**src/pkg/bic_defines.vh**
```
// Constants of the binary input conditioner
`ifndef BIC_DEFINES_VH
`define BIC_DEFINES_VH

// ****************************************************************
// Register byte addresses
// ****************************************************************
`define BIC_ADDR_CTRL 6'h00
`define BIC_ADDR_FMAX 6'h04
`define BIC_ADDR_LRV 6'h08
`define BIC_ADDR_URV 6'h0C
`define BIC_ADDR_DAMP 6'h10
`define BIC_ADDR_NAME 6'h14
`define BIC_ADDR_UNIT 6'h18
`define BIC_ADDR_STAT 6'h1C
`define BIC_ADDR_FREQ 6'h20
`define BIC_ADDR_VALUE 6'h24

// ****************************************************************
// Control fields and reset values
// ****************************************************************
`define BIC_CTRL_EN 0
`define BIC_CTRL_PULSE 1
`define BIC_CTRL_POL_LOW 2
`define BIC_CTRL_SCALED 3
`define BIC_CTRL_DEC_HI 5
`define BIC_CTRL_DEC_LO 4
`define BIC_CTRL_MASK 32'h0000_003F
`define BIC_CTRL_RST 32'h0000_0021
`define BIC_STAT_OVER 2

// ****************************************************************
// Setting limits, values in hundredths, damping in whole seconds
// ****************************************************************
`define BIC_FMAX_MIN 32'h0000_2710
`define BIC_FMAX_MAX 32'h0001_86A0
`define BIC_FMAX_RST 32'h0001_86A0
`define BIC_LRV_MIN 32'hFFFC_F2C0
`define BIC_URV_MAX 32'h000F_4240
`define BIC_DAMP_MAX 32'h0000_0258

// ****************************************************************
// Timing
// ****************************************************************
`define BIC_CLK_MHZ 125
`define BIC_TIMEOUT_MS 2000
`define BIC_TICK_MS 10
`define BIC_TICKS_PER_S 28'h000_0064
`define BIC_FREQ_NUM (40'h00_0773_5940 * 40'h00_0000_0064)
`define BIC_MINP_RST 28'h001_E848
`define BIC_STEP_SHIFT 13
`define BIC_DIV_STEPS 6'h28

`endif

```
**src/core/bic_sync.v**
```verilog
// Two-stage synchroniser for the field input
`timescale 1ns/1ps
module bic_sync
(
    // Clock and reset
    input wire clk,
    input wire rst_n,
    // Data
    input wire d,
    output reg q
);
    reg meta;

    always @(posedge clk or negedge rst_n)
    begin
        if (!rst_n)
        begin
            meta <= 1'b0;
            q <= 1'b0;
        end
        else
        begin
            meta <= d;
            q <= meta;
        end
    end
endmodule

```
**src/core/bic_div.v**
```verilog
// Sequential restoring divider, one quotient bit per clock
`timescale 1ns/1ps
`include "bic_defines.vh"
module bic_div
(
    // Clock and reset
    input wire clk,
    input wire rst_n,
    // Request
    input wire start,
    input wire [39:0] num,
    input wire [27:0] den,
    // Result
    output reg done,
    output reg [39:0] quo
);
    reg [39:0] q;
    reg [28:0] r;
    reg [5:0] cnt;
    reg busy;
    wire [28:0] sh = {r[27:0], q[39]};
    wire [28:0] diff = sh - {1'b0, den};

    always @(posedge clk or negedge rst_n)
    begin
        if (!rst_n)
        begin
            q <= 40'h00_0000_0000;
            r <= 29'h0000_0000;
            cnt <= 6'h00;
            busy <= 1'b0;
            done <= 1'b0;
            quo <= 40'h00_0000_0000;
        end
        else if (start)
        begin
            q <= num;
            r <= 29'h0000_0000;
            cnt <= `BIC_DIV_STEPS;
            busy <= 1'b1;
            done <= 1'b0;
        end
        else if (busy)
        begin
            q <= {q[38:0], ~diff[28]};
            r <= diff[28] ? sh : diff;
            cnt <= cnt - 6'h01;
            if (cnt == 6'h01)
            begin
                busy <= 1'b0;
                done <= 1'b1;
                quo <= {q[38:0], ~diff[28]};
            end
        end
        else
        begin
            done <= 1'b0;
        end
    end
endmodule

```
**src/core/bic_top.v**
```verilog
// Binary input conditioner: static level and pulse-rate channel
//
// The plain strobed port and the register addresses were left to the implementer.
`timescale 1ns/1ps
`include "bic_defines.vh"
module bic_top
#(
    parameter [27:0] TIMEOUT_CYC = `BIC_CLK_MHZ * 1000 * `BIC_TIMEOUT_MS,
    parameter [27:0] TICK_CYC = `BIC_CLK_MHZ * 1000 * `BIC_TICK_MS
)
(
    // Clock and reset
    input wire clk,
    input wire rst_n,
    // Field input
    input wire din,
    // Register port
    input wire [5:0] addr,
    input wire [31:0] wdata,
    input wire wr,
    input wire rd,
    output reg [31:0] rdata,
    // Results
    output reg active,
    output reg [16:0] freq,
    output reg [31:0] value,
    output reg value_upd
);
    // ****************************************************************
    // States
    // ****************************************************************
    localparam [8:0] S_IDLE = 9'h001;
    localparam [8:0] S_MINP = 9'h002;
    localparam [8:0] S_FREQ = 9'h004;
    localparam [8:0] S_QUANT = 9'h008;
    localparam [8:0] S_DAMP = 9'h010;
    localparam [8:0] S_SPREP = 9'h020;
    localparam [8:0] S_SCALE = 9'h040;
    localparam [8:0] S_FPREP = 9'h080;
    localparam [8:0] S_FMT = 9'h100;

    // ****************************************************************
    // Declarations
    // ****************************************************************
    reg [31:0] ctrl;
    reg [31:0] fmax;
    reg [31:0] lrv;
    reg [31:0] urv;
    reg [31:0] damp;
    reg [31:0] name_txt;
    reg [31:0] unit_txt;
    reg over;
    reg din_d;
    reg armed;
    reg [27:0] per_cnt;
    reg [27:0] per_last;
    reg [27:0] min_per;
    reg [27:0] tick_cnt;
    reg tick;
    reg [8:0] state;
    reg div_start;
    reg [39:0] div_num;
    reg [27:0] div_den;
    reg [16:0] avg;
    reg [16:0] f_q;
    reg up;
    reg neg;
    reg [31:0] v_lin;
    wire din_s;
    wire div_done;
    wire [39:0] div_quo;
    wire en = ctrl[`BIC_CTRL_EN];
    wire pulse = ctrl[`BIC_CTRL_PULSE];
    wire pol_low = ctrl[`BIC_CTRL_POL_LOW];
    wire scaled = ctrl[`BIC_CTRL_SCALED];
    wire [1:0] dec = ctrl[`BIC_CTRL_DEC_HI:`BIC_CTRL_DEC_LO];
    wire run = en & pulse;
    wire rise = din_s & ~din_d;
    wire [3:0] step = fmax[16:`BIC_STEP_SHIFT];
    wire [31:0] span = urv - lrv;
    wire [39:0] prod = {23'h00_0000, avg} * {8'h00, span};
    wire [27:0] damp_den = {18'h0_0000, damp[9:0]} * `BIC_TICKS_PER_S;
    wire [16:0] f_sat = (div_quo > {23'h00_0000, fmax[16:0]}) ? fmax[16:0] : div_quo[16:0];
    wire [16:0] f_stp = f_q * {13'h0000, step};
    wire [16:0] delta = (div_quo[16:0] == 17'h0_0000) ? 17'h0_0001 : div_quo[16:0];
    wire [31:0] v_abs = v_lin[31] ? (32'h0000_0000 - v_lin) : v_lin;

    bic_sync u_sync
    (
        .clk(clk),
        .rst_n(rst_n),
        .d(din),
        .q(din_s)
    );

    bic_div u_div
    (
        .clk(clk),
        .rst_n(rst_n),
        .start(div_start),
        .num(div_num),
        .den(div_den),
        .done(div_done),
        .quo(div_quo)
    );

    // ****************************************************************
    // Register writes with range clamping
    // ****************************************************************
    always @(posedge clk or negedge rst_n)
    begin
        if (!rst_n)
        begin
            ctrl <= `BIC_CTRL_RST;
            fmax <= `BIC_FMAX_RST;
            lrv <= 32'h0000_0000;
            urv <= 32'h0000_0000;
            damp <= 32'h0000_0000;
            name_txt <= 32'h0000_0000;
            unit_txt <= 32'h0000_0000;
        end
        else if (wr)
        begin
            case (addr)
                `BIC_ADDR_CTRL: ctrl <= wdata & `BIC_CTRL_MASK;
                `BIC_ADDR_FMAX:
                begin
                    if (wdata < `BIC_FMAX_MIN)
                        fmax <= `BIC_FMAX_MIN;
                    else if (wdata > `BIC_FMAX_MAX)
                        fmax <= `BIC_FMAX_MAX;
                    else
                        fmax <= wdata;
                end
                `BIC_ADDR_LRV:
                begin
                    if ($signed(wdata) < $signed(`BIC_LRV_MIN))
                        lrv <= `BIC_LRV_MIN;
                    else if ($signed(wdata) > 0)
                        lrv <= 32'h0000_0000;
                    else
                        lrv <= wdata;
                end
                `BIC_ADDR_URV:
                begin
                    if (wdata[31])
                        urv <= 32'h0000_0000;
                    else if (wdata > `BIC_URV_MAX)
                        urv <= `BIC_URV_MAX;
                    else
                        urv <= wdata;
                end
                `BIC_ADDR_DAMP: damp <= (wdata > `BIC_DAMP_MAX) ? `BIC_DAMP_MAX : wdata;
                `BIC_ADDR_NAME: name_txt <= wdata;
                `BIC_ADDR_UNIT: unit_txt <= wdata;
                default: ctrl <= ctrl;
            endcase
        end
    end

    // ****************************************************************
    // Register reads, data valid the cycle after the strobe
    // ****************************************************************
    always @(posedge clk or negedge rst_n)
    begin
        if (!rst_n)
        begin
            rdata <= 32'h0000_0000;
        end
        else if (rd)
        begin
            case (addr)
                `BIC_ADDR_CTRL: rdata <= ctrl;
                `BIC_ADDR_FMAX: rdata <= fmax;
                `BIC_ADDR_LRV: rdata <= lrv;
                `BIC_ADDR_URV: rdata <= urv;
                `BIC_ADDR_DAMP: rdata <= damp;
                `BIC_ADDR_NAME: rdata <= name_txt;
                `BIC_ADDR_UNIT: rdata <= unit_txt;
                `BIC_ADDR_STAT: rdata <= {29'h0000_0000, over, din_s, active};
                `BIC_ADDR_FREQ: rdata <= {15'h0000, freq};
                `BIC_ADDR_VALUE: rdata <= value;
                default: rdata <= 32'h0000_0000;
            endcase
        end
        else
        begin
            rdata <= 32'h0000_0000;
        end
    end

    // ****************************************************************
    // Static level path
    // ****************************************************************
    always @(posedge clk or negedge rst_n)
    begin
        if (!rst_n)
        begin
            active <= 1'b0;
            din_d <= 1'b0;
        end
        else
        begin
            din_d <= din_s;
            active <= en & ~pulse & (din_s ^ pol_low);
        end
    end

    // ****************************************************************
    // Period measurement with overrange rejection
    // ****************************************************************
    always @(posedge clk or negedge rst_n)
    begin
        if (!rst_n)
        begin
            per_cnt <= 28'h000_0000;
            per_last <= 28'h000_0000;
            armed <= 1'b0;
            over <= 1'b0;
        end
        else
        begin
            // Overrange flag: a new event beats a clear in the same cycle
            if (run && armed && rise && per_cnt < min_per)
                over <= 1'b1;
            else if (wr && addr == `BIC_ADDR_STAT && wdata[`BIC_STAT_OVER])
                over <= 1'b0;
            if (!run)
            begin
                per_cnt <= 28'h000_0000;
                per_last <= 28'h000_0000;
                armed <= 1'b0;
            end
            else if (rise && !armed)
            begin
                armed <= 1'b1;
                per_cnt <= 28'h000_0001;
            end
            else if (rise && per_cnt >= min_per)
            begin
                per_last <= per_cnt;
                per_cnt <= 28'h000_0001;
            end
            else if (per_cnt >= TIMEOUT_CYC)
            begin
                per_last <= 28'h000_0000;
                armed <= 1'b0;
            end
            else if (armed)
            begin
                per_cnt <= per_cnt + 28'h000_0001;
            end
        end
    end

    // ****************************************************************
    // Update tick
    // ****************************************************************
    always @(posedge clk or negedge rst_n)
    begin
        if (!rst_n)
        begin
            tick_cnt <= 28'h000_0000;
            tick <= 1'b0;
        end
        else if (tick_cnt >= TICK_CYC - 28'h000_0001)
        begin
            tick_cnt <= 28'h000_0000;
            tick <= 1'b1;
        end
        else
        begin
            tick_cnt <= tick_cnt + 28'h000_0001;
            tick <= 1'b0;
        end
    end

    // ****************************************************************
    // Value pipeline: frequency, resolution, damping, scaling, format
    // ****************************************************************
    always @(posedge clk or negedge rst_n)
    begin
        if (!rst_n)
        begin
            state <= S_IDLE;
            div_start <= 1'b0;
            div_num <= 40'h00_0000_0000;
            div_den <= 28'h000_0001;
            min_per <= `BIC_MINP_RST;
            avg <= 17'h0_0000;
            f_q <= 17'h0_0000;
            up <= 1'b0;
            neg <= 1'b0;
            v_lin <= 32'h0000_0000;
            freq <= 17'h0_0000;
            value <= 32'h0000_0000;
            value_upd <= 1'b0;
        end
        else if (!run)
        begin
            state <= S_IDLE;
            div_start <= 1'b0;
            avg <= 17'h0_0000;
            freq <= 17'h0_0000;
            value <= 32'h0000_0000;
            value_upd <= 1'b0;
        end
        else
        begin
            div_start <= 1'b0;
            value_upd <= 1'b0;
            case (state)
                S_IDLE:
                begin
                    if (tick)
                    begin
                        div_num <= `BIC_FREQ_NUM;
                        div_den <= {11'h000, fmax[16:0]};
                        div_start <= 1'b1;
                        state <= S_MINP;
                    end
                end
                S_MINP:
                begin
                    if (div_done)
                    begin
                        min_per <= div_quo[27:0];
                        div_num <= (per_last == 28'h000_0000) ? 40'h00_0000_0000 : `BIC_FREQ_NUM;
                        div_den <= (per_last == 28'h000_0000) ? 28'h000_0001 : per_last;
                        div_start <= 1'b1;
                        state <= S_FREQ;
                    end
                end
                S_FREQ:
                begin
                    if (div_done)
                    begin
                        div_num <= {23'h00_0000, f_sat};
                        div_den <= {24'h00_0000, step};
                        div_start <= 1'b1;
                        state <= S_QUANT;
                    end
                end
                S_QUANT:
                begin
                    if (div_done)
                    begin
                        f_q <= div_quo[16:0];
                        state <= S_DAMP;
                    end
                end
                S_DAMP:
                begin
                    if (damp == 32'h0000_0000)
                    begin
                        avg <= f_stp;
                        state <= S_SPREP;
                    end
                    else if (!div_start && f_stp == avg)
                    begin
                        state <= S_SPREP;
                    end
                    else if (!div_start && !up && !neg)
                    begin
                        up <= (f_stp > avg);
                        neg <= 1'b1;
                        div_num <= {23'h00_0000, (f_stp > avg) ? f_stp - avg : avg - f_stp};
                        div_den <= damp_den;
                        div_start <= 1'b1;
                    end
                    else if (div_done)
                    begin
                        avg <= up ? avg + delta : avg - delta;
                        up <= 1'b0;
                        neg <= 1'b0;
                        state <= S_SPREP;
                    end
                end
                S_SPREP:
                begin
                    freq <= avg;
                    if (scaled)
                    begin
                        div_num <= prod;
                        div_den <= {11'h000, fmax[16:0]};
                        div_start <= 1'b1;
                        state <= S_SCALE;
                    end
                    else
                    begin
                        v_lin <= {15'h0000, avg};
                        state <= S_FPREP;
                    end
                end
                S_SCALE:
                begin
                    if (div_done)
                    begin
                        v_lin <= lrv + div_quo[31:0];
                        state <= S_FPREP;
                    end
                end
                S_FPREP:
                begin
                    if (dec == 2'h2)
                    begin
                        value <= v_lin;
                        value_upd <= 1'b1;
                        state <= S_IDLE;
                    end
                    else if (dec == 2'h3)
                    begin
                        value <= {v_lin[28:0], 3'h0} + {v_lin[30:0], 1'b0};
                        value_upd <= 1'b1;
                        state <= S_IDLE;
                    end
                    else
                    begin
                        neg <= v_lin[31];
                        div_num <= {8'h00, v_abs};
                        div_den <= (dec == 2'h0) ? 28'h000_0064 : 28'h000_000A;
                        div_start <= 1'b1;
                        state <= S_FMT;
                    end
                end
                S_FMT:
                begin
                    if (div_done)
                    begin
                        value <= neg ? 32'h0000_0000 - div_quo[31:0] : div_quo[31:0];
                        neg <= 1'b0;
                        value_upd <= 1'b1;
                        state <= S_IDLE;
                    end
                end
                default:
                begin
                    state <= S_IDLE;
                end
            endcase
        end
    end
endmodule

```
**config.mk**
```make
export PLATFORM = sky130hd
export DESIGN_NAME = bic_top
export DESIGN_NICKNAME = d
export VERILOG_FILES = /design/src/core/bic_sync.v /design/src/core/bic_div.v /design/src/core/bic_top.v
export VERILOG_INCLUDE_DIRS = /design/src /design/src/pkg
export SDC_FILE = /design/constraint.sdc
export NUM_CORES = 2
export LEC_CHECK = 0
export BUFFER_PORTS_ARGS = -buffer_cell sky130_fd_sc_hd__buf_2
export CORE_ASPECT_RATIO = 2
export CORE_UTILIZATION = 31
export CTS_CLUSTER_SIZE = 40
export DETAILED_ROUTE_END_ITERATION = 6
export HOLD_SLACK_MARGIN = 0.08
export PLACE_DENSITY = 0.54
export SYNTH_ARGS = -nofsm -noshare
export SYNTH_HDL_FRONTEND = slang
export SYNTH_SLANG_ARGS = --single-unit
export TNS_END_PERCENT = 1
```
**constraint.sdc**
```tcl
create_clock -name clk -period 13.6 [get_ports clk]
set_clock_uncertainty 0.05 [all_clocks]
set_input_delay 1.36 -clock clk [delete_from_list [all_inputs] [get_ports clk]]
set_output_delay 1.36 -clock clk [all_outputs]
set_load 0.005 [all_outputs]
```
==> results.yml <==
job:
  cap_violations: 2
sta:
  hold_viol: 0
  layout_worst_path_cycle_share: 0.702
  rsz0062_at_grt: "no"
  slew_viol_final: 9
  fin_crit_ps: 9550
  fmax_mhz: 105
  relSlewSlack: -0.106
  tns_ps: 0
  whs_ps: 310
  setup_violations: 0
  worst_slew_pin_slew_ps: 1640
clock_tree:
  tritoncts: "built"
  post_cts_buffers: 0
  clk_latency_ps: 690
  clockRootBuffer: "clkbuf_16"
  hold_buffers: 0
  path_clk_slew_ps: 70
  cts.sinks: 660
  ctsResizeCount: 0
  htree_levels: 3
  cts_buffers: 66
  cts_buffer_depth: 3
drt:
  viasPerCell: 5.57
  avgRoutedWirePerCell_um: 28.8
  ant_nets: 0
  drtIter0Drc: 4234
  num_vias: 49800
  wirelength_um: 257000
  dr.pass1.iters: 6
  drc: 0
worst_setup_path:
  slowest_stage: "a221oi_1"
  end_kind: "flop"
  cpPeakStageDelay_ps: 620
  critPathArrivalTime_ps: 10040
  critPathLaunchType: "flop"
  critical_path.max_fanout: 17
  critPathKind: "reg2reg"
  critPathRequiredTime_ps: 14090
  cp_common_cell: "fa_1"
  r2r_cells: 34
  regToRegSetupSlack_ps: 4050
synth:
  ys_types: 96
  syn_area_mm2: 0.0577
  ys.flop_type: "dfrtp_1"
  syn-mean-instance-area_um2: 9.04
  yosysSeqAreaShare: 0.286
  syn_inst: 6389
  synth-edff-count: 0
  ys_ff_latch: 660
  yosys_warnings: 0
  async_flop_share: 1.00
floorplan:
  coreArea_mm2: 0.185
  ios: 126
  die_width_um: 307
  fp-row-count: 223
  die_area_mm2: 0.188
  die_height_um: 612
  initial_utilization: 0.313
finish:
  multi_input_area_mm2: 0.0371
  regArea_mm2: 0.0165
  layout.nets: 7246
  fill_cells: 19300
  area_growth_pct: 10.6
  final_cells: 8938
  drive_gt1_frac: 0.0962
global_routing:
  grt_pass1_vias: 51700
  antenna_found_initial: 35
  gr-usage-all-layers: 0.274
  grt_pass1_wl_um: 368000
  overflow: 0
  grt_max_degree: 85
placed_design:
  place_inst: 8791
  portBuffers: 125
  dpl.hpwl_um: 198000
  gp_congestion: 1.06
power_and_ir_drop:
  leakagePower_nw: 30.1
  ir_worst_vdd_mv: 0.120
  p_per_area_mw_per_mm2: 103
outcome:
  status: "finished, violations left"
  violations: "max-capacitance violations, max-slew violations"
min_path:
  hold-path-cell-count: 0
  hp-class: "reg2reg"
-- flip-flops by register name (all words and copies together) (netlist names), 9 cells and up --
| register | flops |
|---|---|
| unit_txt | 32 |
| avg | 17 |
| div_num | 40 |
| div_den | 28 |
| u_div.quo | 40 |
| per_last | 28 |
| urv | 31 |
| v_lin | 32 |
| tick_cnt | 28 |
| per_cnt | 28 |
| f_q | 17 |
| rdata | 32 |
| min_per | 28 |
| name_txt | 32 |
| damp | 32 |
| lrv | 32 |
| u_div.q | 40 |
| freq | 17 |
| value | 32 |
| state | 9 |
| fmax | 32 |
| u_div.r | 28 |
-- stage by stage --
step | instance area, µm² | total power [mW] | setup WS, ps | utilization
3_5_place_dp | 61400 | 4.48 | 4110 | 0.332
2_1_floorplan | 57800 | 3.67 | 5050 | -
3_3_place_gp | 61400 | 4.45 | 4080 | 0.332
5_1_grt | 63800 | 6.84 | 3270 | 0.345
4_1_cts | 63700 | 6.54 | 4060 | 0.345
6_report | 63800 | 6.61 | 4050 | 0.346
-- area by class of cell --
class                           instances  area share
Clock inverter                         37     0.00831
Sequential cell                       660       0.259
Inverter                              781      0.0459
Multi-Input combinational cell       4609       0.582
Tap cell                             2475      0.0485
Antenna cell                           28     0.00110
Timing Repair Buffer                  268      0.0268
Clock buffer                           80      0.0285
-- critical path: cells and delay by family (launching register included) --
kind	cells	cell delay (ps)
xor+xnor	2	370
flops	1	430
compound gates	12	3270
buf+inv	6	810
fa+ha+maj	8	3800
simple gates	6	650
-- power by group --
group          leakage (nW)  internal, mW  switching, mW  total [mW]
logic                  20.2         0.743           1.35        2.09
registers              8.78          2.16          0.274        2.44
clock network          1.15          1.14          0.930        2.07
-- cell usage in the layout, fill, tap and decap left out, drive strengths merged, types with 81 or more instances in the layout --
cell and count:
clkbuf 81, nor2 335, and2 257, a21oi 291
o21ai 373, inv 784, fa 454, xnor2 172
nand2 774, xor2 126, dfrtp 643, mux2 153
ha 363, mux2i 117, a22oi 84, nand3 89
buf 267, a21o 108
-- metal layers --
layer | track usage | wire length [µm]
met5 | 0 | 98
met4 | 0.251 | 27900
met3 | 0.0508 | 15800
met2 | 0.484 | 130000
met1 | 0.269 | 83400
-- cell families after synthesis --
kind of cell	synth area share
AOI/OAI and AO/OA	0.159
xor gates and xnor gates	0.0463
adders and majority gates	0.236
buffers and inverters	0.0737
DFF	0.286
muxes	0.0501
other	0.0000650
and+or+nand+nor	0.148
-- final timing paths --
check	from	end
worst max-delay path	lrv[1]	div_num[38]
worst min-delay path	u_sync.meta	u_sync.q
worst max register to register	lrv[1]	div_num[38]
worst min register to register	u_sync.meta	u_sync.q
max in group asynchronous	rst_n	avg[15]
min in group asynchronous	rst_n	per_last[22]
-- synth_stat cells (13+ instances only) --
master	number	area, µm²
inv_1	781	2930
nand2_1	774	2910
dfrtp_1	643	16100
fa_1	454	9090
ha_1	363	4540
o21ai_0	352	1760
nor2_1	332	1250
clkbuf_1	303	1140
a21oi_1	291	1460
and2_1	256	1600
xnor2_1	171	1500
mux2_2	153	1720
xor2_1	125	1090
mux2i_1	117	1170
a21o_1	108	811
nand3_1	88	440
a22oi_1	84	631
a211oi_1	78	586
nand2b_1	68	425
a22o_1	67	587
nor3_1	63	315
a31oi_1	45	282
nor2b_1	45	282
and3_1	36	225
nor4_1	36	225
o31ai_1	36	270
o211ai_1	35	263
nand4_1	33	206
or3_1	31	194
o21bai_1	29	218
buf_1	26	97.6
o21a_1	26	195
a221oi_1	25	219
o21ai_1	21	105
a32o_1	19	190
dfstp_2	17	447
a21boi_0	16	120
a222oi_1	15	150
a211o_1	13	114
a311oi_1	13	114
o221ai_1	13	114
Power figures use the tool's default switching activity.
